`src/misc_cfg_pkg.sv`:
```
/*
 * constants, register map and address decode for the per-setup misc
 * configuration bank.
 * assumes an apb slave port with 12-bit byte addresses and 32-bit data.
 */
package misc_cfg_pkg;

    // ------------------------------------------------------------
    // register map
    // ------------------------------------------------------------
    localparam int NUM_SETUPS = 8;
    localparam int ADDR_W = 12;
    localparam int CONV_W = 24;
    // printed offsets are register indices; byte address is index * 4
    localparam logic [9:0] SETUP_IDX [NUM_SETUPS] = '{
        10'h0C0, 10'h0CE, 10'h0DC, 10'h0EA, 10'h0F8, 10'h106, 10'h114, 10'h122
    };

    // ------------------------------------------------------------
    // fields and values
    // ------------------------------------------------------------
    localparam int EXC_MSB = 15;
    localparam int EXC_LSB = 14;
    localparam int MUX_MSB = 9;
    localparam int MUX_LSB = 8;
    localparam int BURN_MSB = 1;
    localparam int BURN_LSB = 0;
    localparam logic [15:0] CFG_RESET = 16'h0000;
    localparam logic [15:0] CFG_WMASK = 16'hC303;
    localparam logic [1:0] CHOP_ON = 2'h1;
    localparam logic [1:0] BURN_100NA = 2'h1;
    localparam logic [1:0] BURN_2UA = 2'h2;
    localparam logic [1:0] BURN_10UA = 2'h3;

    // ------------------------------------------------------------
    // decode: {hit, setup index}
    // ------------------------------------------------------------
    function automatic logic [3:0] decode_setup(input logic [ADDR_W-1:0] addr);
        logic [3:0] res;
        res = 4'h0;
        for (int i = 0; i < NUM_SETUPS; i++) begin
            if (addr[ADDR_W-1:2] == SETUP_IDX[i] && addr[1:0] == 2'h0) begin
                res = {1'b1, 3'(i)};
            end
        end
        return res;
    endfunction

endpackage

```
`src/chop_if.sv`:
```
/*
 * link between the register bank and the chop phase sequencer.
 * assumes both ends share ref_clk.
 */
`timescale 1ns/1ps
interface chop_if;
    logic exc_chop;
    logic mux_chop;
    logic restart;
    logic conv_done;
    logic [23:0] conv_data;
    logic exc_swap;
    logic mux_swap;
    logic avg_valid;
    logic [23:0] avg_data;

    modport ctrl (
        output exc_chop, mux_chop, restart, conv_done, conv_data,
        input exc_swap, mux_swap, avg_valid, avg_data
    );
    modport seq (
        input exc_chop, mux_chop, restart, conv_done, conv_data,
        output exc_swap, mux_swap, avg_valid, avg_data
    );
endinterface

```
`src/chop_phase_seq.sv`:
```
/*
 * chop phase sequencer: swaps excitation pins and mux polarity per
 * conversion and averages the two phases.
 * assumes conv_data is already polarity corrected, twos complement.
 */
`timescale 1ns/1ps
module chop_phase_seq (
    input wire logic ref_clk,
    input wire logic nrst,
    chop_if.seq cb
);
    import misc_cfg_pkg::*;

    typedef enum logic {PH_FIRST, PH_SECOND} chop_phase_t;

    chop_phase_t phase_reg;
    logic [CONV_W-1:0] first_reg;
    logic chopping;
    logic [CONV_W:0] sum;

    assign chopping = cb.exc_chop | cb.mux_chop;
    assign sum = {first_reg[CONV_W-1], first_reg} + {cb.conv_data[CONV_W-1], cb.conv_data};

    // ------------------------------------------------------------
    // phase
    // ------------------------------------------------------------
    always_ff @(posedge ref_clk or negedge nrst) begin
        if (!nrst) begin
            phase_reg <= PH_FIRST;
        end else if (cb.restart || !chopping) begin
            phase_reg <= PH_FIRST;
        end else if (cb.conv_done) begin
            case (phase_reg)
                PH_FIRST: phase_reg <= PH_SECOND;
                PH_SECOND: phase_reg <= PH_FIRST;
                default: phase_reg <= PH_FIRST;
            endcase
        end
    end

    // ------------------------------------------------------------
    // pin swaps
    // ------------------------------------------------------------
    always_ff @(posedge ref_clk or negedge nrst) begin
        if (!nrst) begin
            cb.exc_swap <= 1'b0;
        end else if (cb.restart || !cb.exc_chop) begin
            cb.exc_swap <= 1'b0; // [RULE_04]
        end else if (cb.conv_done) begin
            cb.exc_swap <= !cb.exc_swap; // [RULE_05]
        end
    end

    always_ff @(posedge ref_clk or negedge nrst) begin
        if (!nrst) begin
            cb.mux_swap <= 1'b0;
        end else if (cb.restart || !cb.mux_chop) begin
            cb.mux_swap <= 1'b0; // [RULE_07]
        end else if (cb.conv_done) begin
            cb.mux_swap <= !cb.mux_swap; // [RULE_08]
        end
    end

    // ------------------------------------------------------------
    // averaging; first chop phase yields no result, unchopped conversions pass straight out
    // ------------------------------------------------------------
    always_ff @(posedge ref_clk or negedge nrst) begin
        if (!nrst) begin
            first_reg <= '0;
            cb.avg_valid <= 1'b0;
            cb.avg_data <= '0;
        end else begin
            cb.avg_valid <= 1'b0;
            if (cb.conv_done && !cb.restart) begin
                if (!chopping) begin
                    cb.avg_valid <= 1'b1;
                    cb.avg_data <= cb.conv_data;
                end else if (phase_reg == PH_FIRST) begin
                    first_reg <= cb.conv_data; // [RULE_09]
                end else begin
                    cb.avg_valid <= 1'b1;
                    cb.avg_data <= sum[CONV_W:1]; // [RULE_05] [RULE_08]
                end
            end
        end
    end

endmodule // chop_phase_seq

```
`src/setup_misc_config_regs.sv`:
```
/*
 * per-setup misc configuration bank: eight registers on apb, chop control
 * and burnout current enables for the active setup.
 * assumes the sequencer supplies active_setup, channel_selected and
 * conversion results synchronous to ref_clk.
 */
// Design decision made here: register access over APB.
// Behaviour
// RULE_01 - eight 16-bit registers at indices 0xC0..0x122, step 14, reset zero.
// RULE_02 - register n applies only to conversions using setup n.
// RULE_03 - any write to the bank restarts filter, control logic and sequencer.
// RULE_04 - excitation chop field bits 15:14; zero means pins never swapped.
// RULE_05 - code one swaps excitation pins each conversion and averages phases.
// RULE_06 - host sets both excitation currents equal when chopping.
// RULE_07 - mux chop field bits 9:8; zero means no input chopping.
// RULE_08 - code one swaps mux inputs each conversion and averages results.
// RULE_09 - mux chop settling needs both polarities before a first result.
// RULE_10 - burnout bits 1:0: off, 100nA, 2uA, 10uA.
// RULE_11 - burnout currents only while a channel of this setup is selected.
// RULE_12 - reserved bits read zero, ignore writes; reserved chop codes mean off.
`timescale 1ns/1ps
module setup_misc_config_regs (
    input wire logic ref_clk,
    input wire logic nrst,
    input wire logic psel,
    input wire logic penable,
    input wire logic pwrite,
    input wire logic [misc_cfg_pkg::ADDR_W-1:0] paddr,
    input wire logic [31:0] pwdata,
    output logic [31:0] prdata,
    output logic pready,
    output logic pslverr,
    input wire logic [2:0] active_setup,
    input wire logic channel_selected,
    input wire logic conv_done,
    input wire logic [misc_cfg_pkg::CONV_W-1:0] conv_data,
    output logic seq_restart,
    output logic excitation_out_swap,
    output logic mux_input_swap,
    output logic result_valid,
    output logic [misc_cfg_pkg::CONV_W-1:0] result_data,
    output logic burnout_100na_en,
    output logic burnout_2ua_en,
    output logic burnout_10ua_en
);
    import misc_cfg_pkg::*;

    // ------------------------------------------------------------
    // declarations
    // ------------------------------------------------------------
    logic [15:0] cfg_reg [NUM_SETUPS];
    logic [31:0] prdata_reg;
    logic pready_reg;
    logic pslverr_reg;
    logic seq_restart_reg;
    logic burn_100na_reg;
    logic burn_2ua_reg;
    logic burn_10ua_reg;
    logic [2:0] setup_prev_reg;
    logic [3:0] dec;
    logic sel_hit;
    logic [2:0] sel_idx;
    logic access;
    logic wr_fire;
    logic setup_changed;
    logic [15:0] cur_cfg;

    chop_if cb();

    // ------------------------------------------------------------
    // apb decode
    // ------------------------------------------------------------
    assign dec = decode_setup(paddr);
    assign sel_hit = dec[3];
    assign sel_idx = dec[2:0];
    assign access = psel & penable;
    // one wait state: pready rises on the second access cycle
    assign wr_fire = access & pready_reg & pwrite & sel_hit;

    always_ff @(posedge ref_clk or negedge nrst) begin
        if (!nrst) begin
            pready_reg <= 1'b0;
        end else begin
            pready_reg <= access & ~pready_reg;
        end
    end

    // read data and error are registered on the same edge that raises pready
    always_ff @(posedge ref_clk or negedge nrst) begin
        if (!nrst) begin
            prdata_reg <= 32'h00000000;
            pslverr_reg <= 1'b0;
        end else if (access && !pready_reg) begin
            pslverr_reg <= ~sel_hit;
            if (!pwrite && sel_hit) begin
                prdata_reg <= {16'h0000, cfg_reg[sel_idx]}; // [RULE_12]
            end else begin
                prdata_reg <= 32'h00000000;
            end
        end else begin
            pslverr_reg <= 1'b0;
        end
    end

    // ------------------------------------------------------------
    // register storage
    // ------------------------------------------------------------
    always_ff @(posedge ref_clk or negedge nrst) begin
        if (!nrst) begin
            for (int i = 0; i < NUM_SETUPS; i++) begin
                cfg_reg[i] <= CFG_RESET; // [RULE_01]
            end
        end else if (wr_fire) begin
            cfg_reg[sel_idx] <= pwdata[15:0] & CFG_WMASK; // [RULE_01] [RULE_12]
        end
    end

    // ------------------------------------------------------------
    // restart
    // ------------------------------------------------------------
    // the sequencer owns setup changes, so only bus writes go out as a
    // restart; a setup change just realigns the local chop phase
    always_ff @(posedge ref_clk or negedge nrst) begin
        if (!nrst) begin
            seq_restart_reg <= 1'b0;
        end else begin
            seq_restart_reg <= wr_fire; // [RULE_03]
        end
    end

    always_ff @(posedge ref_clk or negedge nrst) begin
        if (!nrst) begin
            setup_prev_reg <= 3'h0;
        end else begin
            setup_prev_reg <= active_setup;
        end
    end

    assign setup_changed = active_setup != setup_prev_reg;

    // ------------------------------------------------------------
    // active setup controls
    // ------------------------------------------------------------
    assign cur_cfg = cfg_reg[active_setup]; // [RULE_02]
    // reserved codes fall through as off
    assign cb.exc_chop = cur_cfg[EXC_MSB:EXC_LSB] == CHOP_ON; // [RULE_04] [RULE_12]
    assign cb.mux_chop = cur_cfg[MUX_MSB:MUX_LSB] == CHOP_ON; // [RULE_07] [RULE_12]
    assign cb.restart = wr_fire | setup_changed; // [RULE_03]
    assign cb.conv_done = conv_done;
    assign cb.conv_data = conv_data;

    chop_phase_seq u_seq (
        .ref_clk(ref_clk),
        .nrst(nrst),
        .cb(cb.seq)
    );

    // ------------------------------------------------------------
    // burnout current enables
    // ------------------------------------------------------------
    always_ff @(posedge ref_clk or negedge nrst) begin
        if (!nrst) begin
            burn_100na_reg <= 1'b0;
            burn_2ua_reg <= 1'b0;
            burn_10ua_reg <= 1'b0;
        end else if (!channel_selected) begin
            burn_100na_reg <= 1'b0; // [RULE_11]
            burn_2ua_reg <= 1'b0;
            burn_10ua_reg <= 1'b0;
        end else begin
            burn_100na_reg <= cur_cfg[BURN_MSB:BURN_LSB] == BURN_100NA; // [RULE_10]
            burn_2ua_reg <= cur_cfg[BURN_MSB:BURN_LSB] == BURN_2UA;
            burn_10ua_reg <= cur_cfg[BURN_MSB:BURN_LSB] == BURN_10UA;
        end
    end

    // ------------------------------------------------------------
    // outputs
    // ------------------------------------------------------------
    assign prdata = prdata_reg;
    assign pready = pready_reg;
    assign pslverr = pslverr_reg;
    assign seq_restart = seq_restart_reg;
    assign excitation_out_swap = cb.exc_swap;
    assign mux_input_swap = cb.mux_swap;
    assign result_valid = cb.avg_valid;
    assign result_data = cb.avg_data;
    assign burnout_100na_en = burn_100na_reg;
    assign burnout_2ua_en = burn_2ua_reg;
    assign burnout_10ua_en = burn_10ua_reg;

    // ------------------------------------------------------------
    // checks
    // ------------------------------------------------------------
    chk_wr_store: // [RULE_01]
    assert property (@(posedge ref_clk) disable iff (!nrst)
        wr_fire |=> cfg_reg[$past(sel_idx)] == ($past(pwdata[15:0]) & CFG_WMASK))
    else $error("written value not stored");

    chk_setup_isolate: // [RULE_02]
    assert property (@(posedge ref_clk) disable iff (!nrst)
        (wr_fire && sel_idx != active_setup) ##1 $stable(active_setup) |-> $stable(cur_cfg))
    else $error("write to other setup changed active controls");

    chk_wr_restart: // [RULE_03]
    assert property (@(posedge ref_clk) disable iff (!nrst)
        wr_fire |=> seq_restart ##1 !seq_restart)
    else $error("write did not pulse restart");

    chk_exc_off: // [RULE_04]
    assert property (@(posedge ref_clk) disable iff (!nrst)
        !cb.exc_chop |=> !excitation_out_swap)
    else $error("excitation swapped with chopping off");

    chk_exc_toggle: // [RULE_05]
    assert property (@(posedge ref_clk) disable iff (!nrst)
        cb.exc_chop && conv_done && !cb.restart |=> excitation_out_swap != $past(excitation_out_swap))
    else $error("excitation swap did not toggle");

    chk_mux_off: // [RULE_07]
    assert property (@(posedge ref_clk) disable iff (!nrst)
        !cb.mux_chop |=> !mux_input_swap)
    else $error("mux swapped with chopping off");

    chk_mux_pair: // [RULE_08]
    assert property (@(posedge ref_clk) disable iff (!nrst)
        cb.mux_chop && mux_input_swap && conv_done && !cb.restart |=> result_valid && !mux_input_swap)
    else $error("second polarity gave no result");

    chk_mux_settle: // [RULE_09]
    assert property (@(posedge ref_clk) disable iff (!nrst)
        cb.mux_chop && !mux_input_swap && conv_done && !cb.restart |=> !result_valid)
    else $error("result after one polarity only");

    chk_burn_level: // [RULE_10]
    assert property (@(posedge ref_clk) disable iff (!nrst)
        channel_selected && cur_cfg[BURN_MSB:BURN_LSB] == BURN_2UA
        |=> burnout_2ua_en && !burnout_100na_en && !burnout_10ua_en)
    else $error("burnout level decode wrong");

    chk_burn_gate: // [RULE_11]
    assert property (@(posedge ref_clk) disable iff (!nrst)
        !channel_selected |=> !burnout_100na_en && !burnout_2ua_en && !burnout_10ua_en)
    else $error("burnout active without channel");

    chk_rsvd_read: // [RULE_12]
    assert property (@(posedge ref_clk) disable iff (!nrst)
        pready |-> (prdata & ~{16'h0000, CFG_WMASK}) == 32'h00000000)
    else $error("reserved bits read nonzero");

    chk_unmapped_err: // [RULE_12]
    assert property (@(posedge ref_clk) disable iff (!nrst)
        access && !pready && !sel_hit |=> pready && pslverr && prdata == 32'h00000000)
    else $error("unmapped access not flagged");

    chk_ready_wait: // [RULE_01]
    assert property (@(posedge ref_clk) disable iff (!nrst)
        access && !pready |=> pready)
    else $error("no ready after one wait state");

    chk_ready_idle: // [RULE_01]
    assert property (@(posedge ref_clk) disable iff (!nrst)
        !access |=> !pready && !pslverr)
    else $error("ready without an access");

    chk_rd_data: // [RULE_01]
    assert property (@(posedge ref_clk) disable iff (!nrst)
        access && !pready && !pwrite && sel_hit
        |=> prdata == {16'h0000, cfg_reg[$past(sel_idx)]})
    else $error("read data not the addressed register");

    chk_err_pulse: // [RULE_12]
    assert property (@(posedge ref_clk) disable iff (!nrst)
        pslverr |-> pready)
    else $error("error without ready");

    chk_refused_quiet: // [RULE_12]
    assert property (@(posedge ref_clk) disable iff (!nrst)
        access && pready && !sel_hit |=> !seq_restart)
    else $error("refused write restarted the sequencer");

    chk_restart_src: // [RULE_03]
    assert property (@(posedge ref_clk) disable iff (!nrst)
        seq_restart |-> $past(wr_fire))
    else $error("restart without a write");

    chk_restart_swaps: // [RULE_03]
    assert property (@(posedge ref_clk) disable iff (!nrst)
        cb.restart |=> !excitation_out_swap && !mux_input_swap)
    else $error("restart left a pin swap set");

    chk_restart_drop: // [RULE_03]
    assert property (@(posedge ref_clk) disable iff (!nrst)
        cb.restart |=> !result_valid)
    else $error("result given across a restart");

    chk_mux_toggle: // [RULE_08]
    assert property (@(posedge ref_clk) disable iff (!nrst)
        cb.mux_chop && conv_done && !cb.restart |=> mux_input_swap != $past(mux_input_swap))
    else $error("mux swap did not toggle");

    chk_exc_pair: // [RULE_05]
    assert property (@(posedge ref_clk) disable iff (!nrst)
        cb.exc_chop && excitation_out_swap && conv_done && !cb.restart
        |=> result_valid && !excitation_out_swap)
    else $error("second excitation phase gave no result");

    chk_exc_settle: // [RULE_05]
    assert property (@(posedge ref_clk) disable iff (!nrst)
        cb.exc_chop && !excitation_out_swap && conv_done && !cb.restart |=> !result_valid)
    else $error("result after one excitation phase only");

    chk_nochop_pass: // [RULE_12]
    assert property (@(posedge ref_clk) disable iff (!nrst)
        !cb.exc_chop && !cb.mux_chop && conv_done && !cb.restart
        |=> result_valid && result_data == $past(conv_data))
    else $error("unchopped result not passed through");

    chk_valid_src: // [RULE_05]
    assert property (@(posedge ref_clk) disable iff (!nrst)
        result_valid |-> $past(conv_done))
    else $error("result without a conversion");

    chk_burn_off: // [RULE_10]
    assert property (@(posedge ref_clk) disable iff (!nrst)
        channel_selected && cur_cfg[BURN_MSB:BURN_LSB] == 2'h0
        |=> !burnout_100na_en && !burnout_2ua_en && !burnout_10ua_en)
    else $error("burnout on with field off");

    chk_burn_low: // [RULE_10]
    assert property (@(posedge ref_clk) disable iff (!nrst)
        channel_selected && cur_cfg[BURN_MSB:BURN_LSB] == BURN_100NA
        |=> burnout_100na_en && !burnout_2ua_en && !burnout_10ua_en)
    else $error("lowest burnout level decode wrong");

    chk_burn_high: // [RULE_10]
    assert property (@(posedge ref_clk) disable iff (!nrst)
        channel_selected && cur_cfg[BURN_MSB:BURN_LSB] == BURN_10UA
        |=> burnout_10ua_en && !burnout_100na_en && !burnout_2ua_en)
    else $error("highest burnout level decode wrong");

    chk_burn_onehot: // [RULE_10]
    assert property (@(posedge ref_clk) disable iff (!nrst)
        $onehot0({burnout_100na_en, burnout_2ua_en, burnout_10ua_en}))
    else $error("more than one burnout level on");

endmodule // setup_misc_config_regs

```
`config.mk`:
```
export PLATFORM = sky130hd
export DESIGN_NAME = setup_misc_config_regs
export DESIGN_NICKNAME = d
export VERILOG_FILES = /design/src/misc_cfg_pkg.sv /design/src/chop_if.sv /design/src/chop_phase_seq.sv /design/src/setup_misc_config_regs.sv
export SDC_FILE = /design/constraint.sdc
export NUM_CORES = 1
export LEC_CHECK = 0
export ABC_AREA = 0
export BUFFER_PORTS_ARGS = -buffer_cell sky130_fd_sc_hd__buf_2
export CELL_PAD_IN_SITES_DETAIL_PLACEMENT = 0
export CELL_PAD_IN_SITES_GLOBAL_PLACEMENT = 1
export CORE_ASPECT_RATIO = 0.5
export CORE_MARGIN = 8
export CORE_UTILIZATION = 40
export CTS_BUF_LIST = sky130_fd_sc_hd__clkbuf_16
export DETAILED_ROUTE_END_ITERATION = 12
export GPL_ROUTABILITY_DRIVEN = 0
export HOLD_SLACK_MARGIN = 0.08
export PLACE_DENSITY_LB_ADDON = 0.1
export SETUP_SLACK_MARGIN = 0.05
export SYNTH_ARGS = -nofsm -noshare
export SYNTH_HDL_FRONTEND = slang
export SYNTH_SLANG_ARGS = --single-unit
```
`constraint.sdc`:
```
create_clock -name ref_clk -period 7.4 [get_ports ref_clk]
set_clock_uncertainty 0.15 [all_clocks]
set_input_delay 0.74 -clock ref_clk [delete_from_list [all_inputs] [get_ports ref_clk]]
set_output_delay 0.74 -clock ref_clk [all_outputs]
set_load 0.02 [all_outputs]
```
==> impl_results.md <==
* Final Hold Viols at 0
* Worst-path clk slew at 60 ps
* Worst flop-to-flop path startpoint: u_seq.first_reg[1]
* Instance count of the mapped netlist at 660
* PwrDens at 321 nW/µm²
* Worst Setup End Kind: register
* Clk root buf: clkbuf_16
* Synth Area in Adders at under 10%
* Non-Filler Instances at ~1,000
* Syn Std Cell Area at between 6000 and 7000 µm²
* Vias/cell at around 5.3
* Setup_tns at 0 ps
* Critical path data required time at about 7600 ps
* Drt wl/cell at 17.7 µm
* Drt pass-1 iters at 4
* Total track usage at between 15 and 20%
* Critical Path AT at between 3000 and 4000 ps
* Setup bufs post-CTS at 0
* Final Max Tran Viols at 0
* Post-synthesis async set-or-reset flop share at 100%
* Setup WS post-layout at 3810 ps
* Worst-margin pin slew at roughly 1200 ps
* Total number of yosys warnings at 0
* Hold Crit Class: in -> async
* Post-CTS sizing at 0
* Synth Area in Compound Gates at between 10% and 20%
* Simple-gate share of the synthesized area at between 10% and 20%
* Reg2reg path depth at 10
* Crit path max fanout at 22
* R2R setup slack at ~4300 ps
* Mux cell area share after synthesis at approximately 18%
* Status: complete, no violations
* Area delta synth->final at 16.5%
* Largest family of logic cells by synthesized area: multiplexers
* Die width at between 200 and 250 µm
* RSZ-0062 raised after global routing: no
* CTS hold repair buffers at 0
* Share of cells above drive strength 1 at 28.5%
* Unique masters post-synth at a little over 70
* Final core occ at between 40 and 50%
* Synth top area share at about two fifths
* Initial Util at roughly two fifths
* Static Leak at ~4 nW
* DP Wirelength at roughly 13,000 µm
* Pin count of the biggest net entering global routing at 79
* Clock buffer count from CTS at 17
* Nets at 852
* M1 GR Usage at 21.3%
* Overflow after GRT at 0
* IO buf count at 90
* Syn_area_per_cell at between 10 and 15 µm²
* Crit. Startpoint: paddr[1]
* Setup Crit Path Kind: in -> reg
* WL final at around 18,000 µm
* CORE AREA at 17,200 µm²
* Max Clk Rate at ~0.28 GHz
* First-pass GRT wire length at ~28,000 µm
* Relative slew slack at roughly a fifth
* EDFF count, synth at 0
* H-Tree Depth at 4
* Vias in the first global route at 5,360
* Max FFs per register at 48
* Total clock sinks at around 120
* Top cells by area, synth: dfrtp_1 41%, mux2_2 9.2%, ha_1 4.1%
* Met3 Use GR at between 3 and 4%
* Crit start category: input pin
* Overall power at 2.60 mW
* Max Root-Sink Buffers at 2
* GR peak layer: met2
* Routing usage on met2 at between 20% and 30%
* Number of synthesized register bits at roughly 120
* Synth Area in XOR/XNOR at 2.65%
* Seq/Total Area, Yosys at roughly two fifths
* Initial antenna violation count at 0
* Total die area at roughly 22,000 µm²
* Via Count at about 5,300
* Fin crit period at between 3000 and 4000 ps
* Rows at 34
* Reg-to-Reg End: u_seq.cb.avg_data[23]
* Detail Route Antenna Nets at 0
* Setup violators final at 0
* Die Span Y at around 110 µm
* Dpl ws at 3370 ps
* Most frequently used flop master after synthesis: dfrtp_1
* Tcrit/Tclk final at roughly half
* Drt drc at 0
* Yosys top cell by area: dfrtp_1
* Worst Setup EP: cfg_reg[97]
* DRT iter0 DRCs at between 200 and 250
* Max cap viols at 0
* Peak VDD IR at ~0.00017 V
* N_diodes at 0
* Inst Count DP at between 900 and 1,000
* Ports at between 100 and 150
* Clock Latency Late Sink at 410 ps
* TritonCTS clock tree: done
==> metal layers <==
| layer | wire length (µm) | share of wire [%] | vias to the layer above |
|---|---|---|---|
| met1 | 8540 | 48 | 2589 |
| met5 | 0 | 0 | - |
| li1 | - | - | 2565 |
| met2 | 8180 | 46 | 94 |
| met4 | 203 | 1.2 | 0 |
| met3 | 702 | 4.0 | 13 |
==> layout make-up <==
class / count / area (µm²)
Timing Repair Buffer: 95 / 490
Clock buffer: 17 / 425
Multi-Input combinational cell: 506 / 3790
Clock inverter: 14 / 164
Fill cell: 1652 / 9090
Inverter: 15 / 56.3
Tap cell: 234 / 293
Sequential cell: 115 / 2880
==> worst max-delay path, stage by stage <==
cell      delay (ps)
buf_2            100
nor3_1           640
nand2_1          280
a211oi_4         260
buf_4            380
nor2b_1          280
nor2b_1          640
mux2_2           400
==> worst min path at each step <==
| stage | from | endpoint | slack, ps | cells after the start |
|---|---|---|---|---|
| floorplan | nrst | burnout_100na_en | 290 | 0 |
| global route | nrst | u_seq.cb.avg_data[8] | 190 | 1 |
| global placement | prdata[14] | prdata[14] | 310 | 1 |
| finish | nrst | u_seq.cb.avg_data[8] | 160 | 1 |
| CTS | nrst | u_seq.cb.avg_data[8] | 170 | 1 |
| detailed placement | prdata[14] | prdata[14] | 310 | 1 |
==> per-stage QoR <==
step | hold WS (ps) | cell area, µm²
2_1_floorplan | 294 | 7040
3_3_place_gp | 305 | 7510
3_5_place_dp | 313 | 7510
4_1_cts | 174 | 8100
5_1_grt | 192 | 8100
6_report | 162 | 8100
==> synth_stat cells, types with 3 or more instances <==
| library cell | instances |
|---|---|
| dfrtp_1 | 115 |
| nand2_1 | 59 |
| mux2_2 | 57 |
| o21ai_0 | 38 |
| a21oi_1 | 31 |
| nor2_1 | 31 |
| buf_4 | 27 |
| mux2i_1 | 27 |
| ha_1 | 23 |
| mux2_4 | 16 |
| nand3_1 | 16 |
| nor3_1 | 15 |
| inv_1 | 14 |
| a22oi_1 | 11 |
| xor2_1 | 11 |
| nand4_1 | 10 |
| nor2b_1 | 10 |
| xnor2_1 | 10 |
| clkbuf_1 | 9 |
| a21o_1 | 8 |
| and3_1 | 8 |
| buf_2 | 8 |
| nand2b_1 | 8 |
| a31oi_1 | 6 |
| and2_1 | 6 |
| o21a_1 | 6 |
| nor3b_1 | 5 |
| a211o_1 | 4 |
| buf_6 | 4 |
| mux4_2 | 4 |
| o2111ai_1 | 4 |
| o221ai_1 | 4 |
| or2_2 | 4 |
| nand3b_1 | 3 |
| o211ai_1 | 3 |
| or3_1 | 3 |
==> cell usage in the layout, fill, tap and decap left out, drive strengths merged, types with 20 or more instances in the layout <==
cell,count
a21oi,31
buf,95
conb,26
dfrtp,115
ha,23
inv,20
mux2,73
mux2i,27
nand2,59
nor2,32
o21ai,38
==> power by group <==
group / internal [mW] / switching [mW]
Clock: 0.526 / 0.306
Sequential: 0.757 / 0.0718
Combinational: 0.401 / 0.535
==> logic make-up after synthesis <==
| logic type | count (synthesis) |
|---|---|
| adder cells (fa/ha/maj) | 24 |
| buffers and inverters | 64 |
| flip-flops | 115 |
| multiplexers | 104 |
| AND/OR/NAND/NOR | 189 |
| other | 1 |
| XOR/XNOR | 21 |
| AO/OA/AOI/OAI | 142 |
Power figures use the tool's default switching activity.
